File: src/rtl/dag_pkg.sv
// package for the data address generation block
package dag_pkg;
    localparam logic [15:0] DAG_ADDR_MAX = 16'hFFFF;
    localparam logic [15:0] DAG_PAGE0_MAX = 16'h7FFF;
    localparam logic [9:0] DAG_PAGE_RST = 10'h001;
    localparam logic [9:0] DAG_PAGE_ZERO = 10'h000;
    localparam logic [15:0] DAG_SP_RST = 16'h1000;
    localparam int DAG_WIN_BIT = 15;
    localparam int DAG_PS_BIT = 9;
    localparam logic [12:0] DAG_NEAR_MASK = 13'h1FFF;
    localparam logic [3:0] DAG_SP_IDX = 4'hF;
    localparam logic [3:0] DAG_FP_IDX = 4'hE;
    localparam logic [3:0] DAG_X_PTR_A = 4'h8;
    localparam logic [3:0] DAG_X_PTR_B = 4'h9;
    localparam logic [3:0] DAG_Y_PTR_A = 4'hA;
    localparam logic [3:0] DAG_Y_PTR_B = 4'hB;
    localparam logic [3:0] DAG_PTR_NONE = 4'h0;
    localparam logic [15:0] DAG_STEP_WORD = 16'h0002;
    localparam logic [9:0] DAG_REG_PAGE = 10'h000;

    // register bus: 0 = read page, 4 = stack pointer, 8 = status/trap
    localparam logic [3:0] DAG_REG_PAGE_OFS = 4'h0;
    localparam logic [3:0] DAG_REG_SP_OFS = 4'h4;
    localparam logic [3:0] DAG_REG_STAT_OFS = 4'h8;

    typedef enum logic [2:0] {
        DAG_MODE_FILE,
        DAG_MODE_DIRECT,
        DAG_MODE_IND,
        DAG_MODE_POST,
        DAG_MODE_PRE,
        DAG_MODE_INDEX,
        DAG_MODE_LIT_OFS,
        DAG_MODE_LIT
    } dag_mode_t;

    typedef enum logic [1:0] {
        DAG_MAC_IND,
        DAG_MAC_POST,
        DAG_MAC_INDEX
    } dag_mac_mode_t;

    typedef enum logic [1:0] {
        DAG_STK_NONE,
        DAG_STK_CALL,
        DAG_STK_EXC,
        DAG_STK_RET
    } dag_stk_t;

    typedef struct packed {
        logic valid;
        dag_mode_t mode;
        logic [3:0] ptr_sel;
        logic [3:0] ofs_sel;
        logic [15:0] lit;
        logic [12:0] file_addr;
        logic is_move;
        logic is_mac;
        dag_mac_mode_t mac_mode;
        logic [2:0] mac_step;
        logic step_down;
    } dag_req_t;

    typedef struct packed {
        logic valid;
        logic [23:0] addr;
        logic ps_read;
        logic trap;
        logic wb_en;
        logic [3:0] wb_sel;
        logic [15:0] wb_val;
    } dag_resp_t;
endpackage : dag_pkg

File: src/rtl/dag_core.sv
// data address generator: paging, stack pointer and effective address modes
//
// Behaviour
// RL1 - base addresses 0x0000..0x7FFF always reach page zero, whatever the page.
// RL2 - every reset loads the read page register with 0x001.
// RL3 - upper-window access with read page 0x000 raises an address error trap.
// RL4 - nonzero pages reached only with address bit 15 set plus read page.
// RL5 - register fifteen is the stack pointer, auto-updated, still writable by software.
// RL6 - stack pointer bit zero held at zero by hardware.
// RL7 - every reset sets the stack pointer to 0x1000.
// RL8 - stack grows upward: increment after push, decrement before pop.
// RL9 - push low PC word first, then bits 22..16; call zero-extends upper byte.
// RL10 - exception push merges upper PC byte with status low byte.
// RL11 - stack pointer and active frame pointer addresses are never paged.
// RL12 - file register instructions use 13-bit direct address; only move reaches all.
// RL13 - file register default working register is work register zero.
// RL14 - three-operand: operand one register direct, operand two register, memory or 5-bit literal.
// RL15 - post-modify uses pointer then adjusts; pre-modify adds signed constant first.
// RL16 - indexed adds pointer and offset register; literal offset adds literal.
// RL17 - move source and destination share one 4-bit offset register field.
// RL18 - move and accumulator add indexed mode and 8/16-bit literals.
// RL19 - dual-operand prefetch uses registers 8..11; 8,9 X unit, 10,11 Y unit.
// RL20 - dual-operand indexed only with register 9 in X and 11 in Y.
// RL21 - dual-operand modes: indirect, indexed, post-modify by 2, 4 or 6.
// RL22 - branch literal is 16-bit signed; interrupt hold literal 14-bit unsigned.
// RL23 - page bit 9 and address bit 15 give 24-bit program space read address.
//
// Strobed register access and the register addresses were chosen for this implementation.
`timescale 1ns/1ps
`default_nettype none
module dag_core
    import dag_pkg::*;
(
    input wire logic CLK_SYS_IN,
    input wire logic RST_N_IN,
    input wire logic [3:0] REG_ADDR_IN,
    input wire logic [15:0] REG_WDATA_IN,
    input wire logic REG_WR_IN,
    input wire logic REG_RD_IN,
    output logic [15:0] REG_RDATA_OUT,
    input wire dag_req_t REQ_IN,
    input wire logic [15:0] WORK_REG_FILE_IN [16],
    input wire logic FRAME_ACTIVE_FLAG_IN,
    input wire dag_stk_t STK_OP_IN,
    input wire logic [22:0] PC_IN,
    input wire logic [7:0] STATUS_LOW_BYTE_IN,
    input wire logic [15:0] BRANCH_LIT_IN,
    input wire logic [13:0] HOLD_LIT_IN,
    output dag_resp_t RESP_OUT,
    output logic STK_WR_OUT,
    output logic [15:0] STK_ADDR_OUT,
    output logic [15:0] STK_DATA_OUT,
    output logic [15:0] STACK_PTR_OUT,
    output logic [22:0] BRANCH_TARGET_OUT,
    output logic [13:0] HOLD_COUNT_OUT,
    output logic ADDR_ERR_OUT
);

    // ==========================================================
    // functions
    function automatic logic [15:0] word_align(input logic [15:0] v);
        word_align = {v[15:1], 1'b0}; // [RL6]
    endfunction : word_align

    function automatic logic mac_ptr_ok(input logic [3:0] sel, input dag_mac_mode_t m);
        logic ok;
        ok = (sel == DAG_X_PTR_A) || (sel == DAG_X_PTR_B) ||
             (sel == DAG_Y_PTR_A) || (sel == DAG_Y_PTR_B); // [RL19]
        if (m == DAG_MAC_INDEX) begin
            ok = (sel == DAG_X_PTR_B) || (sel == DAG_Y_PTR_B); // [RL20]
        end
        mac_ptr_ok = ok;
    endfunction : mac_ptr_ok

    // ==========================================================
    // state
    logic [9:0] read_page_reg_ff;
    logic [15:0] stack_ptr_reg_ff;
    logic addr_err_ff;
    logic [1:0] push_phase_ff;
    logic [15:0] push_hi_ff;
    dag_resp_t resp_ff;
    logic [15:0] rdata_ff;
    logic stk_wr_ff;
    logic [15:0] stk_addr_ff;
    logic [15:0] stk_data_ff;
    logic [22:0] branch_ff;
    logic [13:0] hold_ff;

    // ==========================================================
    // effective address
    logic [15:0] ptr_val;
    logic [15:0] ofs_val;
    logic [15:0] step;
    logic [15:0] eff_addr;
    logic [15:0] nxt_ptr;
    logic wb;
    logic unpaged;
    logic mode_ok;
    logic [23:0] full_addr;
    logic ps_rd;
    logic trap;

    always_comb begin
        ptr_val = WORK_REG_FILE_IN[REQ_IN.ptr_sel];
        ofs_val = WORK_REG_FILE_IN[REQ_IN.ofs_sel]; // [RL17]
        step = REQ_IN.is_mac ? {12'h000, REQ_IN.mac_step, 1'b0} : REQ_IN.lit;
        eff_addr = ptr_val;
        nxt_ptr = ptr_val;
        wb = 1'b0;
        mode_ok = 1'b1;
        if (REQ_IN.is_mac) begin
            mode_ok = mac_ptr_ok(REQ_IN.ptr_sel, REQ_IN.mac_mode) &&
                      (REQ_IN.mac_mode != DAG_MAC_POST ||
                       REQ_IN.mac_step inside {3'd1, 3'd2, 3'd3}); // [RL21]
            case (REQ_IN.mac_mode)
                DAG_MAC_POST: begin
                    nxt_ptr = REQ_IN.step_down ? ptr_val - step : ptr_val + step; // [RL21]
                    wb = 1'b1;
                end
                DAG_MAC_INDEX: eff_addr = ptr_val + ofs_val; // [RL20]
                default: eff_addr = ptr_val;
            endcase
        end else begin
            case (REQ_IN.mode)
                DAG_MODE_FILE: begin
                    // near space unless move widens it
                    eff_addr = REQ_IN.is_move ? REQ_IN.lit : {3'b000, REQ_IN.file_addr & DAG_NEAR_MASK}; // [RL12]
                end
                DAG_MODE_POST: begin
                    eff_addr = ptr_val; // [RL15]
                    nxt_ptr = REQ_IN.step_down ? ptr_val - step : ptr_val + step;
                    wb = 1'b1;
                end
                DAG_MODE_PRE: begin
                    eff_addr = ptr_val + step; // [RL15]
                    nxt_ptr = eff_addr;
                    wb = 1'b1;
                end
                DAG_MODE_INDEX: begin
                    eff_addr = ptr_val + ofs_val; // [RL16]
                    mode_ok = REQ_IN.is_move; // [RL18]
                end
                DAG_MODE_LIT_OFS: eff_addr = ptr_val + REQ_IN.lit; // [RL16]
                DAG_MODE_LIT: eff_addr = REQ_IN.lit; // [RL14] [RL18]
                default: eff_addr = ptr_val;
            endcase
        end
        if (REQ_IN.ptr_sel == DAG_SP_IDX && wb) begin
            nxt_ptr = word_align(nxt_ptr); // [RL6]
        end
        unpaged = (REQ_IN.ptr_sel == DAG_SP_IDX) ||
                  (REQ_IN.ptr_sel == DAG_FP_IDX && FRAME_ACTIVE_FLAG_IN) ||
                  REQ_IN.mode == DAG_MODE_FILE || REQ_IN.mode == DAG_MODE_LIT ||
                  REQ_IN.mode == DAG_MODE_DIRECT; // [RL11]
        ps_rd = 1'b0;
        trap = 1'b0;
        if (!eff_addr[DAG_WIN_BIT] || unpaged) begin
            full_addr = {8'h00, eff_addr}; // [RL1] [RL11]
        end else begin
            full_addr = {read_page_reg_ff[8:0], eff_addr[14:0]}; // [RL4] [RL23]
            ps_rd = read_page_reg_ff[DAG_PS_BIT]; // [RL23]
            trap = (read_page_reg_ff == DAG_PAGE_ZERO); // [RL3]
        end
        if (!mode_ok) begin
            trap = 1'b1;
        end
    end

    // ==========================================================
    // response
    always_ff @(posedge CLK_SYS_IN) begin
        if (!RST_N_IN) begin
            resp_ff <= '0;
        end else begin
            resp_ff.valid <= REQ_IN.valid;
            resp_ff.addr <= full_addr;
            resp_ff.ps_read <= ps_rd;
            resp_ff.trap <= REQ_IN.valid && trap; // [RL3]
            // a trapped access never completes, so its pointer stays put
            resp_ff.wb_en <= REQ_IN.valid && wb && !trap && REQ_IN.ptr_sel != DAG_SP_IDX;
            // file register results go to work register zero by default
            resp_ff.wb_sel <= (REQ_IN.mode == DAG_MODE_FILE && !REQ_IN.is_mac) ? DAG_PTR_NONE : REQ_IN.ptr_sel; // [RL13]
            resp_ff.wb_val <= nxt_ptr;
        end
    end

    always_ff @(posedge CLK_SYS_IN) begin
        if (!RST_N_IN) begin
            addr_err_ff <= 1'b0;
        end else if (REQ_IN.valid && trap) begin
            addr_err_ff <= 1'b1; // [RL3]  set wins over clear
        end else if (REG_WR_IN && REG_ADDR_IN == DAG_REG_STAT_OFS && REG_WDATA_IN[0]) begin
            addr_err_ff <= 1'b0;
        end
    end

    // ==========================================================
    // read page register
    always_ff @(posedge CLK_SYS_IN) begin
        if (!RST_N_IN) begin
            read_page_reg_ff <= DAG_PAGE_RST; // [RL2]
        end else if (REG_WR_IN && REG_ADDR_IN == DAG_REG_PAGE_OFS) begin
            read_page_reg_ff <= REG_WDATA_IN[9:0];
        end
    end

    // ==========================================================
    // stack pointer and pc push
    always_ff @(posedge CLK_SYS_IN) begin
        if (!RST_N_IN) begin
            stack_ptr_reg_ff <= DAG_SP_RST; // [RL7]
            push_phase_ff <= 2'b00;
            push_hi_ff <= 16'h0000;
            stk_wr_ff <= 1'b0;
            stk_addr_ff <= 16'h0000;
            stk_data_ff <= 16'h0000;
        end else begin
            stk_wr_ff <= 1'b0;
            if (push_phase_ff == 2'b01) begin
                // second word: upper pc bits
                stk_wr_ff <= 1'b1;
                stk_addr_ff <= stack_ptr_reg_ff;
                stk_data_ff <= push_hi_ff; // [RL9]
                stack_ptr_reg_ff <= stack_ptr_reg_ff + DAG_STEP_WORD; // [RL8]
                push_phase_ff <= 2'b00;
            end else if (STK_OP_IN == DAG_STK_CALL || STK_OP_IN == DAG_STK_EXC) begin
                stk_wr_ff <= 1'b1;
                stk_addr_ff <= stack_ptr_reg_ff; // [RL8]
                stk_data_ff <= PC_IN[15:0]; // [RL9]
                push_hi_ff <= (STK_OP_IN == DAG_STK_EXC) ?
                              {STATUS_LOW_BYTE_IN, 1'b0, PC_IN[22:16]} : // [RL10]
                              {9'h000, PC_IN[22:16]}; // [RL9]
                stack_ptr_reg_ff <= stack_ptr_reg_ff + DAG_STEP_WORD; // [RL5] [RL8]
                push_phase_ff <= 2'b01;
            end else if (STK_OP_IN == DAG_STK_RET) begin
                stack_ptr_reg_ff <= stack_ptr_reg_ff - (DAG_STEP_WORD + DAG_STEP_WORD); // [RL8]
            end else if (REG_WR_IN && REG_ADDR_IN == DAG_REG_SP_OFS) begin
                stack_ptr_reg_ff <= word_align(REG_WDATA_IN); // [RL5] [RL6]
            end else if (REQ_IN.valid && wb && !trap && REQ_IN.ptr_sel == DAG_SP_IDX) begin
                stack_ptr_reg_ff <= nxt_ptr; // [RL5] [RL6]
            end
        end
    end

    // ==========================================================
    // literal decode
    always_ff @(posedge CLK_SYS_IN) begin
        if (!RST_N_IN) begin
            branch_ff <= 23'h000000;
            hold_ff <= 14'h0000;
        end else begin
            branch_ff <= PC_IN + {{7{BRANCH_LIT_IN[15]}}, BRANCH_LIT_IN}; // [RL22]
            hold_ff <= HOLD_LIT_IN; // [RL22]
        end
    end

    // ==========================================================
    // register read port
    always_ff @(posedge CLK_SYS_IN) begin
        if (!RST_N_IN) begin
            rdata_ff <= 16'h0000;
        end else if (REG_RD_IN) begin
            case (REG_ADDR_IN)
                DAG_REG_PAGE_OFS: rdata_ff <= {6'h00, read_page_reg_ff};
                DAG_REG_SP_OFS: rdata_ff <= stack_ptr_reg_ff;
                DAG_REG_STAT_OFS: rdata_ff <= {15'h0000, addr_err_ff};
                default: rdata_ff <= 16'h0000;
            endcase
        end else begin
            rdata_ff <= 16'h0000;
        end
    end

    assign REG_RDATA_OUT = rdata_ff;
    assign RESP_OUT = resp_ff;
    assign STK_WR_OUT = stk_wr_ff;
    assign STK_ADDR_OUT = stk_addr_ff;
    assign STK_DATA_OUT = stk_data_ff;
    assign STACK_PTR_OUT = stack_ptr_reg_ff;
    assign BRANCH_TARGET_OUT = branch_ff;
    assign HOLD_COUNT_OUT = hold_ff;
    assign ADDR_ERR_OUT = addr_err_ff;

    // ==========================================================
    // checks
    page_reset_a: assert property (@(posedge CLK_SYS_IN) // [RL2]
        !RST_N_IN |=> read_page_reg_ff == DAG_PAGE_RST)
        else $error("read page not 0x001 after reset");
    sp_reset_a: assert property (@(posedge CLK_SYS_IN) // [RL7]
        !RST_N_IN |=> stack_ptr_reg_ff == DAG_SP_RST)
        else $error("stack pointer not 0x1000 after reset");
    sp_align_a: assert property (@(posedge CLK_SYS_IN) disable iff (!RST_N_IN) // [RL6]
        stack_ptr_reg_ff[0] == 1'b0)
        else $error("stack pointer odd");
    page_zero_trap_a: assert property (@(posedge CLK_SYS_IN) disable iff (!RST_N_IN) // [RL3]
        REQ_IN.valid && eff_addr[15] && !unpaged && read_page_reg_ff == DAG_PAGE_ZERO |=> resp_ff.trap)
        else $error("page zero upper access did not trap");
    low_window_a: assert property (@(posedge CLK_SYS_IN) disable iff (!RST_N_IN) // [RL1]
        REQ_IN.valid && !eff_addr[15] |=> resp_ff.addr[23:16] == 8'h00)
        else $error("lower window was paged");
    push_pair_a: assert property (@(posedge CLK_SYS_IN) disable iff (!RST_N_IN) // [RL9]
        push_phase_ff == 2'b00 && STK_OP_IN == DAG_STK_CALL |=>
        stk_wr_ff && stk_data_ff == $past(PC_IN[15:0]) ##1 stk_wr_ff && stk_data_ff[15:7] == 9'h000)
        else $error("call push format wrong");
    push_grow_a: assert property (@(posedge CLK_SYS_IN) disable iff (!RST_N_IN) // [RL8]
        push_phase_ff == 2'b00 && STK_OP_IN == DAG_STK_EXC |=> ##1
        stack_ptr_reg_ff == $past(stack_ptr_reg_ff, 2) + 16'h0004)
        else $error("stack did not grow by two words");
    sp_unpaged_a: assert property (@(posedge CLK_SYS_IN) disable iff (!RST_N_IN) // [RL11]
        REQ_IN.valid && REQ_IN.ptr_sel == DAG_SP_IDX |=> resp_ff.addr[23:16] == 8'h00)
        else $error("stack access was paged");
endmodule : dag_core
`default_nettype wire

File: config.mk
export PLATFORM = sky130hd
export DESIGN_NAME = dag_core
export DESIGN_NICKNAME = d
export VERILOG_FILES = /design/src/rtl/dag_pkg.sv /design/src/rtl/dag_core.sv
export SDC_FILE = /design/constraint.sdc
export NUM_CORES = 1
export LEC_CHECK = 0
export BUFFER_PORTS_ARGS = -buffer_cell sky130_fd_sc_hd__buf_2
export CAP_MARGIN = 20
export CORE_AREA = 2 2 212 214
export DETAILED_ROUTE_END_ITERATION = 6
export DIE_AREA = 0 0 214 216
export GPL_ROUTABILITY_DRIVEN = 0
export PLACE_DENSITY = 0.59
export SLEW_MARGIN = 15
export SYNTH_ARGS = -nofsm -noshare
export SYNTH_HDL_FRONTEND = slang
export SYNTH_SLANG_ARGS = --single-unit
export TNS_END_PERCENT = 1
File: constraint.sdc
create_clock -name CLK_SYS_IN -period 7.4 [get_ports CLK_SYS_IN]
set_input_delay 1.48 -clock CLK_SYS_IN [delete_from_list [all_inputs] [get_ports CLK_SYS_IN]]
set_output_delay 1.48 -clock CLK_SYS_IN [all_outputs]
set_load 0.01 [all_outputs]
==> qor.txt <==
status -> finished clean
Final Critical Period -> 5.97 ns
path category of the worst min-delay check -> register to register
cell count of the worst reg-to-reg path -> 7
r2r startpoint -> push_phase_ff[0]$_SDFFE_PP0N_
iteration count of the initial detailed-routing pass -> 6
number of antenna violations at the first check in global routing -> 39
via count of the first global-routing pass -> 16700
synthesis-to-finish area growth -> 23.6%
critical path arrival -> 6.33 ns
count of final setup violators -> 0
max-cap viol count -> 0
top-count cell post-synth -> nand2_1
post-placement worst setup slack -> 1.02 ns
Antenna Violating Nets Remaining -> 0
Critical path destination -> STACK_PTR_OUT[11]$_SDFFE_PN0P_
Fin Setup TNS -> 0 ns
Synth Warn # -> 0
final-layout fill cell count -> 4348
start-to-end type of the worst setup path -> input port to register
pin count of the biggest net entering global routing -> 82
number of buffers inserted during clock tree synthesis -> 17
max-slew headroom at the worst pin -> 26.0%
worst skew pair latency -> 0.47 ns
Resized Gates After CTS -> 0
DR iter-0 viols -> 1341
Die X -> 214 µm
Worst Path Max Fanout -> 41
wire length of the first global-routing pass -> 101 mm
DIE HEIGHT -> 216 µm
RSZ-0062 raised after global routing -> false
global router's overall resource usage -> 28.6%
detailed placer's ending HPWL -> 55.0 mm
register bit count reported by yosys -> 177
buffer cell driving the clock tree root -> clkbuf_16
Final nets -> 2728
placeable core region -> 43800 µm²
most area-consuming cells after synthesis -> mux4_2 22%, dfxtp_1 22%, ha_1 6.9%
multi-input combinational cell area -> 11600 µm²
slew at the pin closest to its max-slew limit -> 1.11 ns
vias -> 16900
buffers added on ports -> 543
Site Rows -> 77
area occupied by registers -> 3540 µm²
final worst clock skew -> 0.0191 ns
number of placed I/O pins -> 544
Crit path required time -> 7.76 ns
via density per instance -> 5.90
leakage power summed over all cells -> 0.00854 µW
routed wirelength normalized by instance count -> 23.8 µm
total grt overflow -> 0
Yosys cell types -> 81
hold-fix buffers at CTS -> 0
initial cell density of the core -> 36.3%
fraction of synthesis flops using an asynchronous set or reset pin -> 0%
maximum clock rate -> 168 MHz
clock tree buffer depth -> 2
Syn Inst Count -> 1787
end of the worst register-to-register path -> STACK_PTR_OUT[14]$_SDFFE_PN0P_
startpoint of the worst setup timing path -> REQ_IN[41]
type of origin of the critical path -> input port
sequential element share of the synthesized area -> 22.3%
total power density per cell area -> 188 nW/µm²
# DRC -> 0
number of nets produced by synthesis -> 2273
Peak supply drop -> 0.116 mV
Clock transition at path regs -> 0.09 ns
max-slew violation total from the final report -> 0
mean area per synthesized cell -> 8.90 µm²
fraction of final layout cells with drive strength greater than 1 -> 35.1%
Total Routed Length -> 68.3 mm
synth cell count leaders -> 188 x nand2_1, 179 x a21oi_1, 177 x dfxtp_1
Synth Cell Area -> 15900 µm²
count of final hold-check violations -> 0
Post CTS Setup Buffer Count -> 0
final hold slack -> 0.451 ns
Primary FF master, synth -> dfxtp_1
share of the synthesized area in the top cell type -> 22.4%
number of flops mapped to enable cells by yosys -> 0
CTS tree -> done
flop-to-flop setup slack -> 4.21 ns
CP endpoint kind -> register
post-synthesis cell type with the largest combined area -> mux4_2
die area -> 46200 µm²
period utilization -> 80.7%
Clock Sinks -> 177
count of H-tree levels built during CTS -> 4
least setup slack across all paths after layout -> 1.43 ns
worst max-delay path, cell delays in order:
cell	delay [ns]
buf_4	0.56
buf_4	0.37
mux4_2	0.53
mux4_2	0.60
ha_1	0.43
or4_1	0.55
a2111oi_0	0.59
nor3_1	0.10
o21ai_0	0.28
a21oi_1	0.12
a211oi_1	0.39
a211o_1	0.19
a31oi_1	0.08
metrics by stage:
step | utilization [%] | std cells | power, µW | cell area [µm²]
detailed placement | 43.3 | 2815 | 2710 | 19000
global route | 44.8 | 2872 | 3890 | 19700
global placement | 43.3 | 2815 | 2690 | 19000
CTS | 44.7 | 2845 | 3690 | 19600
finish | 44.8 | 2872 | 3690 | 19700
floorplan | - | 1787 | 2190 | 15900
sequential cells by signal, indices dropped and copies added (netlist names):
signal             cells
push_phase_ff          1
STK_WR_OUT             1
RESP_OUT              48
STACK_PTR_OUT         16
STK_DATA_OUT          16
REG_RDATA_OUT         16
read_page_reg_ff      10
HOLD_COUNT_OUT        14
ADDR_ERR_OUT           1
BRANCH_TARGET_OUT     23
STK_ADDR_OUT          16
push_hi_ff            15
worst min-delay path by stage:
| stage | from | endpoint | cells after the start |
|---|---|---|---|
| detailed placement | STK_ADDR_OUT[6]$_SDFFE_PN0P_ | STK_ADDR_OUT[6]$_SDFFE_PN0P_ | 2 |
| global route | STK_ADDR_OUT[7]$_SDFFE_PN0P_ | STK_ADDR_OUT[7]$_SDFFE_PN0P_ | 2 |
| global placement | STK_ADDR_OUT[5]$_SDFFE_PN0P_ | STK_ADDR_OUT[5]$_SDFFE_PN0P_ | 2 |
| finish | STK_ADDR_OUT[7]$_SDFFE_PN0P_ | STK_ADDR_OUT[7]$_SDFFE_PN0P_ | 2 |
| floorplan | push_hi_ff[10]$_SDFFE_PN0P_ | push_hi_ff[10]$_SDFFE_PN0P_ | 2 |
| CTS | STK_ADDR_OUT[6]$_SDFFE_PN0P_ | STK_ADDR_OUT[6]$_SDFFE_PN0P_ | 2 |
power by group:
group / total (µW) / switching [µW] / internal (µW)
logic: 1630 / 935 / 696
registers: 1090 / 63.5 / 1030
clock network: 963 / 440 / 523
metal layers:
metal | GRT usage [%] | vias to the layer above | share of wire [%]
met5 | 0 | - | 0.12
met4 | 18.9 | 14 | 6.1
met3 | 6.22 | 202 | 8.2
met2 | 48.9 | 907 | 49
met1 | 32.1 | 8131 | 36
li1 | - | 7687 | -
cells in the final DEF (no fill, tap or decap), types with 11 or more instances in the layout:
cell type,count
a211oi_1,21
nand3_1,47
a22oi_1,17
a221oi_1,17
nand2b_1,19
inv_1,60
a21o_1,17
mux2i_1,30
clkbuf_16,17
o22ai_1,12
and3_1,11
nor2_1,142
ha_1,88
a21oi_1,179
a31oi_1,24
o21ai_0,78
nor2b_1,21
o211ai_1,13
o221ai_1,13
nor3_1,43
o21a_1,11
buf_4,23
mux4_2,158
diode_2,27
buf_2,540
nand2_1,188
dfxtp_1,177
xor2_1,20
o21bai_1,11
xnor2_1,45
and2_1,42
cells by family after synthesis:
| family | Yosys count | synth area share [%] |
|---|---|---|
| buffers and inverters | 189 | 4.85 |
| AOI/OAI and AO/OA | 489 | 19.8 |
| xor gates and xnor gates | 65 | 3.58 |
| adders and majority gates | 93 | 7.55 |
| DFF | 177 | 22.3 |
| and+or+nand+nor | 581 | 17.3 |
| muxes | 193 | 24.6 |
final cells by class:
cell class | count | area share (%)
multi-input cells | 1421 | 59.0
flip-flops and latches | 177 | 18.0
repair buffers | 563 | 14.6
well taps | 592 | 3.77
clock buffers | 19 | 2.30
inverters | 62 | 1.19
clock inverters | 11 | 0.732
diodes | 27 | 0.344
Note: power is estimated with default switching activity, not from simulation.
